--- config.mk ---
export PLATFORM = sky130hd
export DESIGN_NAME = pmsc_top
export DESIGN_NICKNAME = d
export VERILOG_FILES = /design/src/shared/pmsc_pkg.sv /design/src/hdl/pmsc_axi_slave.sv /design/src/hdl/pmsc_top.sv
export SDC_FILE = /design/constraint.sdc
export NUM_CORES = 1
export LEC_CHECK = 0
export ABC_AREA = 0
export BUFFER_PORTS_ARGS = -buffer_cell sky130_fd_sc_hd__buf_4
export CAP_MARGIN = 20
export CELL_PAD_IN_SITES_DETAIL_PLACEMENT = 1
export CELL_PAD_IN_SITES_GLOBAL_PLACEMENT = 2
export CORE_UTILIZATION = 28
export CTS_CLUSTER_SIZE = 24
export DETAILED_ROUTE_END_ITERATION = 12
export HOLD_SLACK_MARGIN = 0.03
export PLACE_DENSITY = 0.83
export SLEW_MARGIN = 15
export SYNTH_ARGS = -nofsm -noshare
export SYNTH_HDL_FRONTEND = slang
export SYNTH_HIERARCHICAL = 1
export SYNTH_SLANG_ARGS = --single-unit
--- constraint.sdc ---
create_clock -name clk_in -period 1.9 [get_ports clk_in]
set_input_delay 0.38 -clock clk_in [delete_from_list [all_inputs] [get_ports clk_in]]
set_output_delay 0.38 -clock clk_in [all_outputs]
set_load 0.005 [all_outputs]
--- src/shared/pmsc_pkg.sv ---
// package: register map, field positions, reset values and carrier types for the power status block
package pmsc_pkg;

  // register map (byte addresses, one aligned word each)
  localparam logic [3:0] PMSC_OFF_CTRL2 = 4'h0;
  localparam logic [3:0] PMSC_OFF_IRQ_STATUS = 4'h4;
  localparam logic [3:0] PMSC_OFF_IRQ_MASK = 4'h8;
  localparam logic [3:0] PMSC_OFF_LIVE = 4'hc;

  // power_mgmt_status_ctrl_two field positions
  localparam int PMSC_BIT_WARN_FLAG = 7;
  localparam int PMSC_BIT_WARN_ACK = 6;
  localparam int PMSC_BIT_DETECT_SEL = 5;
  localparam int PMSC_BIT_WARN_SEL = 4;
  localparam int PMSC_BIT_PPD_FLAG = 3;
  localparam int PMSC_BIT_PPD_ACK = 2;
  localparam int PMSC_BIT_STOP_SEL = 0;

  // interrupt status / mask field positions
  localparam int PMSC_IRQ_WARN = 0;
  localparam int PMSC_IRQ_PPD = 1;
  localparam int PMSC_IRQ_WIDTH = 2;

  // reset values
  localparam logic PMSC_RST_TRIP_SEL = 1'b0;
  localparam logic PMSC_RST_FLAG = 1'b0;
  localparam logic PMSC_RST_STOP_SEL = 1'b0;
  localparam logic [1:0] PMSC_RST_IRQ = 2'h0;

  // axi response codes
  localparam logic [1:0] PMSC_RESP_OKAY = 2'h0;
  localparam logic [1:0] PMSC_RESP_SLVERR = 2'h2;

  typedef struct packed {
    logic awvalid;
    logic [3:0] awaddr;
    logic wvalid;
    logic [31:0] wdata;
    logic [3:0] wstrb;
    logic bready;
    logic arvalid;
    logic [3:0] araddr;
    logic rready;
  } pmsc_axi_req_t;

  typedef struct packed {
    logic awready;
    logic wready;
    logic bvalid;
    logic [1:0] bresp;
    logic arready;
    logic rvalid;
    logic [31:0] rdata;
    logic [1:0] rresp;
  } pmsc_axi_rsp_t;

  // one decoded register write, presented for a single cycle
  typedef struct packed {
    logic valid;
    logic [3:0] addr;
    logic [7:0] data;
    logic lane0;
  } pmsc_wr_t;

endpackage

--- src/hdl/pmsc_axi_slave.sv ---
// axi4-lite slave front end: accepts one write and one read, hands them to the register core
`timescale 1ns/100ps
`default_nettype none
module pmsc_axi_slave
  import pmsc_pkg::*;
(
  input wire logic clk_in,
  input wire logic reset_in,
  input wire pmsc_axi_req_t axi_req_in,
  output pmsc_axi_rsp_t axi_rsp_out,
  output pmsc_wr_t wr_out,
  output logic rd_strobe_out,
  output logic [3:0] rd_addr_out,
  input wire logic [31:0] rd_data_in,
  input wire logic rd_hit_in,
  input wire logic wr_hit_in
);

  typedef struct packed {
    logic aw_held;
    logic [3:0] awaddr;
    logic w_held;
    logic [31:0] wdata;
    logic [3:0] wstrb;
    logic bvalid;
    logic [1:0] bresp;
    logic rvalid;
    logic [31:0] rdata;
    logic [1:0] rresp;
    logic rd_pend;
    logic [3:0] araddr;
  } pmsc_axs_state_t;

  pmsc_axs_state_t st_ff;
  pmsc_axs_state_t nxt_st;
  logic do_write;

  always_comb begin
    nxt_st = st_ff;
    wr_out = '0;
    rd_strobe_out = 1'b0;
    rd_addr_out = st_ff.araddr;
    do_write = 1'b0;
    // address and data may arrive in either order; hold each until both are here
    if (axi_req_in.awvalid && !st_ff.aw_held && !st_ff.bvalid) begin
      nxt_st.aw_held = 1'b1;
      nxt_st.awaddr = axi_req_in.awaddr;
    end
    if (axi_req_in.wvalid && !st_ff.w_held && !st_ff.bvalid) begin
      nxt_st.w_held = 1'b1;
      nxt_st.wdata = axi_req_in.wdata;
      nxt_st.wstrb = axi_req_in.wstrb;
    end
    if (st_ff.aw_held && st_ff.w_held) begin
      do_write = 1'b1;
      wr_out.valid = 1'b1;
      wr_out.addr = st_ff.awaddr;
      wr_out.data = st_ff.wdata[7:0];
      wr_out.lane0 = st_ff.wstrb[0];
      nxt_st.aw_held = 1'b0;
      nxt_st.w_held = 1'b0;
      nxt_st.bvalid = 1'b1;
      nxt_st.bresp = wr_hit_in ? PMSC_RESP_OKAY : PMSC_RESP_SLVERR;
    end
    if (st_ff.bvalid && axi_req_in.bready) begin
      nxt_st.bvalid = 1'b0;
    end
    // read: take address, sample data one cycle later
    if (axi_req_in.arvalid && !st_ff.rd_pend && !st_ff.rvalid) begin
      nxt_st.rd_pend = 1'b1;
      nxt_st.araddr = axi_req_in.araddr;
    end
    if (st_ff.rd_pend) begin
      rd_strobe_out = 1'b1;
      nxt_st.rd_pend = 1'b0;
      nxt_st.rvalid = 1'b1;
      nxt_st.rdata = rd_hit_in ? rd_data_in : 32'h0000_0000;
      nxt_st.rresp = rd_hit_in ? PMSC_RESP_OKAY : PMSC_RESP_SLVERR;
    end
    if (st_ff.rvalid && axi_req_in.rready) begin
      nxt_st.rvalid = 1'b0;
    end
    if (do_write) begin
      nxt_st.wdata = st_ff.wdata;
    end
  end

  always_ff @(posedge clk_in) begin
    if (reset_in) begin
      st_ff <= '0;
    end else begin
      st_ff <= nxt_st;
    end
  end

  always_comb begin
    axi_rsp_out.awready = !st_ff.aw_held && !st_ff.bvalid;
    axi_rsp_out.wready = !st_ff.w_held && !st_ff.bvalid;
    axi_rsp_out.bvalid = st_ff.bvalid;
    axi_rsp_out.bresp = st_ff.bresp;
    axi_rsp_out.arready = !st_ff.rd_pend && !st_ff.rvalid;
    axi_rsp_out.rvalid = st_ff.rvalid;
    axi_rsp_out.rdata = st_ff.rdata;
    axi_rsp_out.rresp = st_ff.rresp;
  end

endmodule
`default_nettype wire

--- src/hdl/pmsc_top.sv ---
// power management status and control register block with axi4-lite access and interrupt
`timescale 1ns/100ps
`default_nettype none

////////////////////////////////////////////////////////////////////////////////
module pmsc_top
  import pmsc_pkg::*;
(
  input wire logic clk_in,
  input wire logic reset_in,
  input wire logic por_in,
  input wire logic undervolt_warning_in,
  input wire logic ppd_wake_in,
  input wire pmsc_axi_req_t axi_req_in,
  output pmsc_axi_rsp_t axi_rsp_out,
  output logic detect_trip_select_out,
  output logic warning_trip_select_out,
  output logic stop_variant_select_out,
  output logic irq_out
);

  // por_in: qualifies reset_in as a power-on reset (async source, synchronised)
  // undervolt_warning_in, ppd_wake_in: analog/power domain levels, synchronised

  typedef struct packed {
    logic [1:0] warn_sync;
    logic [1:0] ppd_sync;
    logic [1:0] por_sync;
    logic ppd_wake_prev;
    logic undervolt_warning_flag;
    logic detect_trip_select;
    logic warning_trip_select;
    logic partial_powerdown_flag;
    logic stop_variant_select;
    logic stop_sel_locked;
    logic [1:0] irq_status;
    logic [1:0] irq_mask;
    logic irq;
  } pmsc_state_t;

  pmsc_state_t st_ff;
  pmsc_state_t nxt_st;
  pmsc_wr_t wr;
  logic rd_strobe;
  logic [3:0] rd_addr;
  logic [31:0] rd_data;
  logic rd_hit;
  logic wr_hit;
  logic warn_live;
  logic ppd_rise;
  logic [1:0] irq_events;

  function automatic logic is_mapped(input logic [3:0] addr);
    is_mapped = (addr == PMSC_OFF_CTRL2) || (addr == PMSC_OFF_IRQ_STATUS) ||
                (addr == PMSC_OFF_IRQ_MASK) || (addr == PMSC_OFF_LIVE);
  endfunction

  function automatic logic [7:0] ctrl2_image(input pmsc_state_t s);
    ctrl2_image = 8'h00;
    ctrl2_image[PMSC_BIT_WARN_FLAG] = s.undervolt_warning_flag;
    ctrl2_image[PMSC_BIT_DETECT_SEL] = s.detect_trip_select;
    ctrl2_image[PMSC_BIT_WARN_SEL] = s.warning_trip_select;
    ctrl2_image[PMSC_BIT_PPD_FLAG] = s.partial_powerdown_flag;
    ctrl2_image[PMSC_BIT_STOP_SEL] = s.stop_variant_select;
    // ack bits stay zero in the image
    ctrl2_image[PMSC_BIT_WARN_ACK] = 1'b0;
    ctrl2_image[PMSC_BIT_PPD_ACK] = 1'b0;
  endfunction

  ////////////////////////////////////////////////////////////////////////////////
  pmsc_axi_slave pmsc_axi_slave_inst (
    .clk_in(clk_in),
    .reset_in(reset_in),
    .axi_req_in(axi_req_in),
    .axi_rsp_out(axi_rsp_out),
    .wr_out(wr),
    .rd_strobe_out(rd_strobe),
    .rd_addr_out(rd_addr),
    .rd_data_in(rd_data),
    .rd_hit_in(rd_hit),
    .wr_hit_in(wr_hit)
  );

  assign wr_hit = is_mapped(wr.addr) && (wr.addr != PMSC_OFF_LIVE);
  assign rd_hit = is_mapped(rd_addr);

  always_comb begin
    rd_data = 32'h0000_0000;
    unique case (rd_addr)
      PMSC_OFF_CTRL2: begin
        rd_data[7:0] = ctrl2_image(st_ff);
      end
      PMSC_OFF_IRQ_STATUS: begin
        rd_data[PMSC_IRQ_WIDTH-1:0] = st_ff.irq_status;
      end
      PMSC_OFF_IRQ_MASK: begin
        rd_data[PMSC_IRQ_WIDTH-1:0] = st_ff.irq_mask;
      end
      PMSC_OFF_LIVE: begin
        rd_data[PMSC_IRQ_WARN] = st_ff.warn_sync[1];
        rd_data[PMSC_IRQ_PPD] = st_ff.ppd_sync[1];
      end
      default: begin
        rd_data = 32'h0000_0000;
      end
    endcase
  end

  ////////////////////////////////////////////////////////////////////////////////
  // next state
  always_comb begin
    nxt_st = st_ff;
    warn_live = st_ff.warn_sync[1];
    ppd_rise = st_ff.ppd_sync[1] && !st_ff.ppd_wake_prev;
    irq_events = 2'h0;

    nxt_st.warn_sync = {st_ff.warn_sync[0], undervolt_warning_in};
    nxt_st.ppd_sync = {st_ff.ppd_sync[0], ppd_wake_in};
    nxt_st.por_sync = {st_ff.por_sync[0], por_in};
    nxt_st.ppd_wake_prev = st_ff.ppd_sync[1];

    // register writes; lane 0 carries the whole 8-bit register
    if (wr.valid && wr.lane0) begin
      unique case (wr.addr)
        PMSC_OFF_CTRL2: begin
          if (wr.data[PMSC_BIT_WARN_ACK] && !warn_live) begin
            nxt_st.undervolt_warning_flag = 1'b0;
          end
          if (wr.data[PMSC_BIT_PPD_ACK]) begin
            nxt_st.partial_powerdown_flag = 1'b0;
          end
          nxt_st.detect_trip_select = wr.data[PMSC_BIT_DETECT_SEL];
          nxt_st.warning_trip_select = wr.data[PMSC_BIT_WARN_SEL];
          // write-once: any write locks the bit, whatever value it carries
          if (!st_ff.stop_sel_locked) begin
            nxt_st.stop_variant_select = wr.data[PMSC_BIT_STOP_SEL];
            nxt_st.stop_sel_locked = 1'b1;
          end
        end
        PMSC_OFF_IRQ_STATUS: begin
          nxt_st.irq_status = st_ff.irq_status & ~wr.data[PMSC_IRQ_WIDTH-1:0];
        end
        PMSC_OFF_IRQ_MASK: begin
          nxt_st.irq_mask = wr.data[PMSC_IRQ_WIDTH-1:0];
        end
        default: begin
          nxt_st.irq_mask = st_ff.irq_mask;
        end
      endcase
    end

    // hardware sets win over a same-cycle software clear
    if (warn_live) begin
      nxt_st.undervolt_warning_flag = 1'b1;
      if (!st_ff.undervolt_warning_flag) begin
        irq_events[PMSC_IRQ_WARN] = 1'b1;
      end
    end
    if (ppd_rise) begin
      nxt_st.partial_powerdown_flag = 1'b1;
      irq_events[PMSC_IRQ_PPD] = 1'b1;
    end
    nxt_st.irq_status = nxt_st.irq_status | irq_events;
    nxt_st.irq = |(nxt_st.irq_status & nxt_st.irq_mask);
  end

  ////////////////////////////////////////////////////////////////////////////////
  // por_sync is sampled by the reset branch; it was caught by the clock before reset release
  always_ff @(posedge clk_in) begin
    if (reset_in) begin
      st_ff.warn_sync <= nxt_st.warn_sync;
      st_ff.ppd_sync <= nxt_st.ppd_sync;
      st_ff.por_sync <= nxt_st.por_sync;
      st_ff.ppd_wake_prev <= 1'b0;
      // flag cleared here, re-set by the comparator right after release if still low
      st_ff.undervolt_warning_flag <= PMSC_RST_FLAG;
      st_ff.partial_powerdown_flag <= PMSC_RST_FLAG;
      st_ff.stop_variant_select <= PMSC_RST_STOP_SEL;
      st_ff.stop_sel_locked <= 1'b0;
      st_ff.irq_status <= PMSC_RST_IRQ;
      st_ff.irq_mask <= PMSC_RST_IRQ;
      st_ff.irq <= 1'b0;
      if (st_ff.por_sync[1]) begin
        st_ff.detect_trip_select <= PMSC_RST_TRIP_SEL;
        st_ff.warning_trip_select <= PMSC_RST_TRIP_SEL;
      end
    end else begin
      st_ff <= nxt_st;
    end
  end

  always_comb begin
    detect_trip_select_out = st_ff.detect_trip_select;
    warning_trip_select_out = st_ff.warning_trip_select;
    stop_variant_select_out = st_ff.stop_variant_select;
    irq_out = st_ff.irq;
  end

endmodule
`default_nettype wire

==> summary by stage <==
Synthesis
For this run, the number of Yosys warnings is 6. The synthesized area per cell is 9.13 um2. In this run the cell area of the synthesized design comes to 0.00332 mm2.

The cell count after synthesis came out at between 300 and 400.

Run
The max-cap check violation count is 0.

Floorplanning
The floorplan die height is between 100 and 150 um. The core region is 0.0115 mm2. The effective utilization at floorplan is 0.289. The die covers around 0.012 mm2.

The row count is 39. The width of the die is 111 um. The I/O pin count is 99.

Detailed routing
The top metal layer carrying routed signals is met4. The wire length on met3 is 323 um. For this block, wires on met1 add up to 3.30 mm. The number of DRC violations after detailed routing is 10.

The detail-routed via count per cell is 4.34. The first-pass iteration count of the detailed router is 8. In this run the remaining antenna-violating nets after routing total 0. The detailed router finished its first iteration with about 110 violations. The detailed-route via count is 2431.

The total wire length after detailed routing is 7.14 mm. The sum of met2 wire segment lengths after detailed routing is ~3.4 mm. In the final routed layout, each cell accounts on average for between 10 and 15 um.

Critical path
The critical path endpoint category is a flop. Along the worst path, the maximum fanout reaches 9. STA classifies the critical path startpoint as a flop. The largest individual stage delay along the critical path comes from the cell dfxtp_4. On the worst path, the slowest cell contributes a delay of 0.37 ns. The worst path arrival time is 1.98 ns. The critical path data required time is approximately 2.1 ns. The signal on the critical path passes through and3_4, nor4bb_2, buf_4, and3b_4, mux2_4, a22o_1. The setup path with the least slack is of type reg2reg.

Clocking
After clock tree synthesis, the clock-pin slew on the worst setup and hold paths is 0.06 ns. The maximum buffer depth of the clock tree is 2. In this run, post-CTS hold repair placed 0 buffers. The number of clock sinks is 72. TritonCTS built the clock tree. At the later pin of the worst-skew pair, clock insertion delay measures 0.33 ns.

The clock tree synthesis step divided the H-tree into 3 levels. The cell sitting at the root of the clock tree is a clkbuf_16. The number of buffers created by CTS is 9.

Timing
The relative slew slack is 0.650. The max-slew violation total from the final report is 0. Setup violations remaining at the end of the flow were counted as 0. The minimum period implied by the final worst setup slack is 1.76 ns. The worst path setup slack after routing is 0.142 ns. The timing-limited maximum frequency is 569 MHz.

The count of endpoints failing hold in the final timing report was 0. The fraction of the cycle the final worst path needs is 0.925. The slew at the pin with the worst max-slew slack is 0.521 ns. The clock tree skew after final layout is 0.00399 ns. Setup repair after global routing left no endpoint under its margin.

Placed design
Once placement completed, the tool counted placed cells totaling 544. Buffers placed on the I/O ports in this run total between 60 and 70. Once detailed placement completed, the half-perimeter wirelength came to 5.10 mm. The setup slack at placement is approximately 0.023 ns.

The congestion estimate from routability-driven global placement came to 0.713.

Status
The flow ran to the end, but the final reports show violations. The checks that failed: DRC.

Global routing
Entering global routing, the biggest net connects 67 pins. The first-pass GRT wire length is between 10 and 15 mm. The remaining global-route overflow is 0. The initial antenna violation count is 0.

The number of global-route vias before repair is 2503. The global routing usage summed across all routing layers is 0.123.

Cells and area
The area growth from synthesis to layout is 23.3%. The filler-free cell count of the finished design is 560. Of the cells placed in the final design, the portion with a size suffix greater than 1 is 0.283. The layout net count is around 470. The antenna diode count is 0. Measured on the finished design, the core utilization comes to 0.356.

Power and ir drop
For this design the ratio of total power to cell area is between 900 and 1000 mW/mm2. The overall power after layout is 3890 uW. The analysis attributes to cell leakage a power of 0.00169 uW. Across the VDD grid, the largest voltage drop is 330 uV.

Min path
The kind of path behind the tightest hold check is in2reg.
==> cell usage in the layout, fill, tap and decap left out, types with 3 or more instances in the layout <==
cell / instances
clkbuf_16: 9
and2_1: 8
a21oi_1: 39
nor2_1: 10
a211oi_1: 4
inv_6: 4
dfxtp_1: 67
and3_2: 6
buf_4: 80
nand2b_1: 64
nand3_1: 35
and3_1: 3
mux2i_1: 16
nor2b_1: 9
conb_1: 28
==> state kept, by name, indices dropped and copies added (netlist names) <==
name and flops:
detect_trip_select_out 1, irq_out 1, nxt_st 4, pmsc_axi_slave_inst/axi_rsp_out 36, pmsc_axi_slave_inst/rd_addr_out 4, pmsc_axi_slave_inst/st_ff 14
st_ff 10, stop_variant_select_out 1, warning_trip_select_out 1
==> worst paths after layout <==
path / start / to / slack (ns) / depth (start not counted)
max: pmsc_axi_slave_inst/st_ff[79]$_SDFFE_PP0P_ / irq_out$_SDFF_PP0_ / 0.14 / 6
min: por_in / nxt_st[13]$_DFF_P_ / 0.15 / 1
max reg2reg: pmsc_axi_slave_inst/st_ff[79]$_SDFFE_PP0P_ / irq_out$_SDFF_PP0_ / 0.14 / 6
min reg2reg: nxt_st[13]$_DFF_P_ / st_ff[13]$_DFF_P_ / 0.33 / 0
==> layer usage <==
metal | up-vias | track usage
li1 | 1236 | -
met1 | 1128 | 0.145
met2 | 54 | 0.207
met3 | 13 | 0.0339
met4 | 0 | 0.0603
met5 | - | 0
==> power by group <==
part	total [uW]	switching [uW]	internal [uW]
combinational	406	197	210
clock	1840	673	1160
sequential	1650	52.9	1600
total	3890	922	2970
==> per-stage QoR <==
step | TNS [ns] | instance area (um2) | hold WS [ns]
after detailed placement | 0 | 3760 | 0.313
after CTS | 0 | 4090 | 0.130
after global placement | 0 | 3760 | 0.314
after global routing | 0 | 4100 | 0.130
final | 0 | 4100 | 0.146
after floorplan | -0.0522 | 3450 | 0.310
==> repair_timing <==
action	4_1_cts	5_1_grt
buffers inserted	0	0
endpoints found under the hold margin	0	0
gates resized for setup	1	3
pin swaps	0	0
setup endpoints to repair	2	3
==> layout make-up <==
type	instances	area, um2
clock buffer	9	225
clock inverter	7	100
fill	1351	7420
multi-input combinational	249	1530
sequential	72	1470
tap	143	179
timing repair buffer	80	601
==> worst max-delay path, delay by kind of cell (launching register included) <==
family / cells / cell delay, ns
DFF: 1 / 0.37
buffers and inverters: 1 / 0.16
and+or+nand+nor: 3 / 0.64
muxes: 1 / 0.30
AOI/OAI and AO/OA: 1 / 0.18
(Power assumes the default switching activity.)
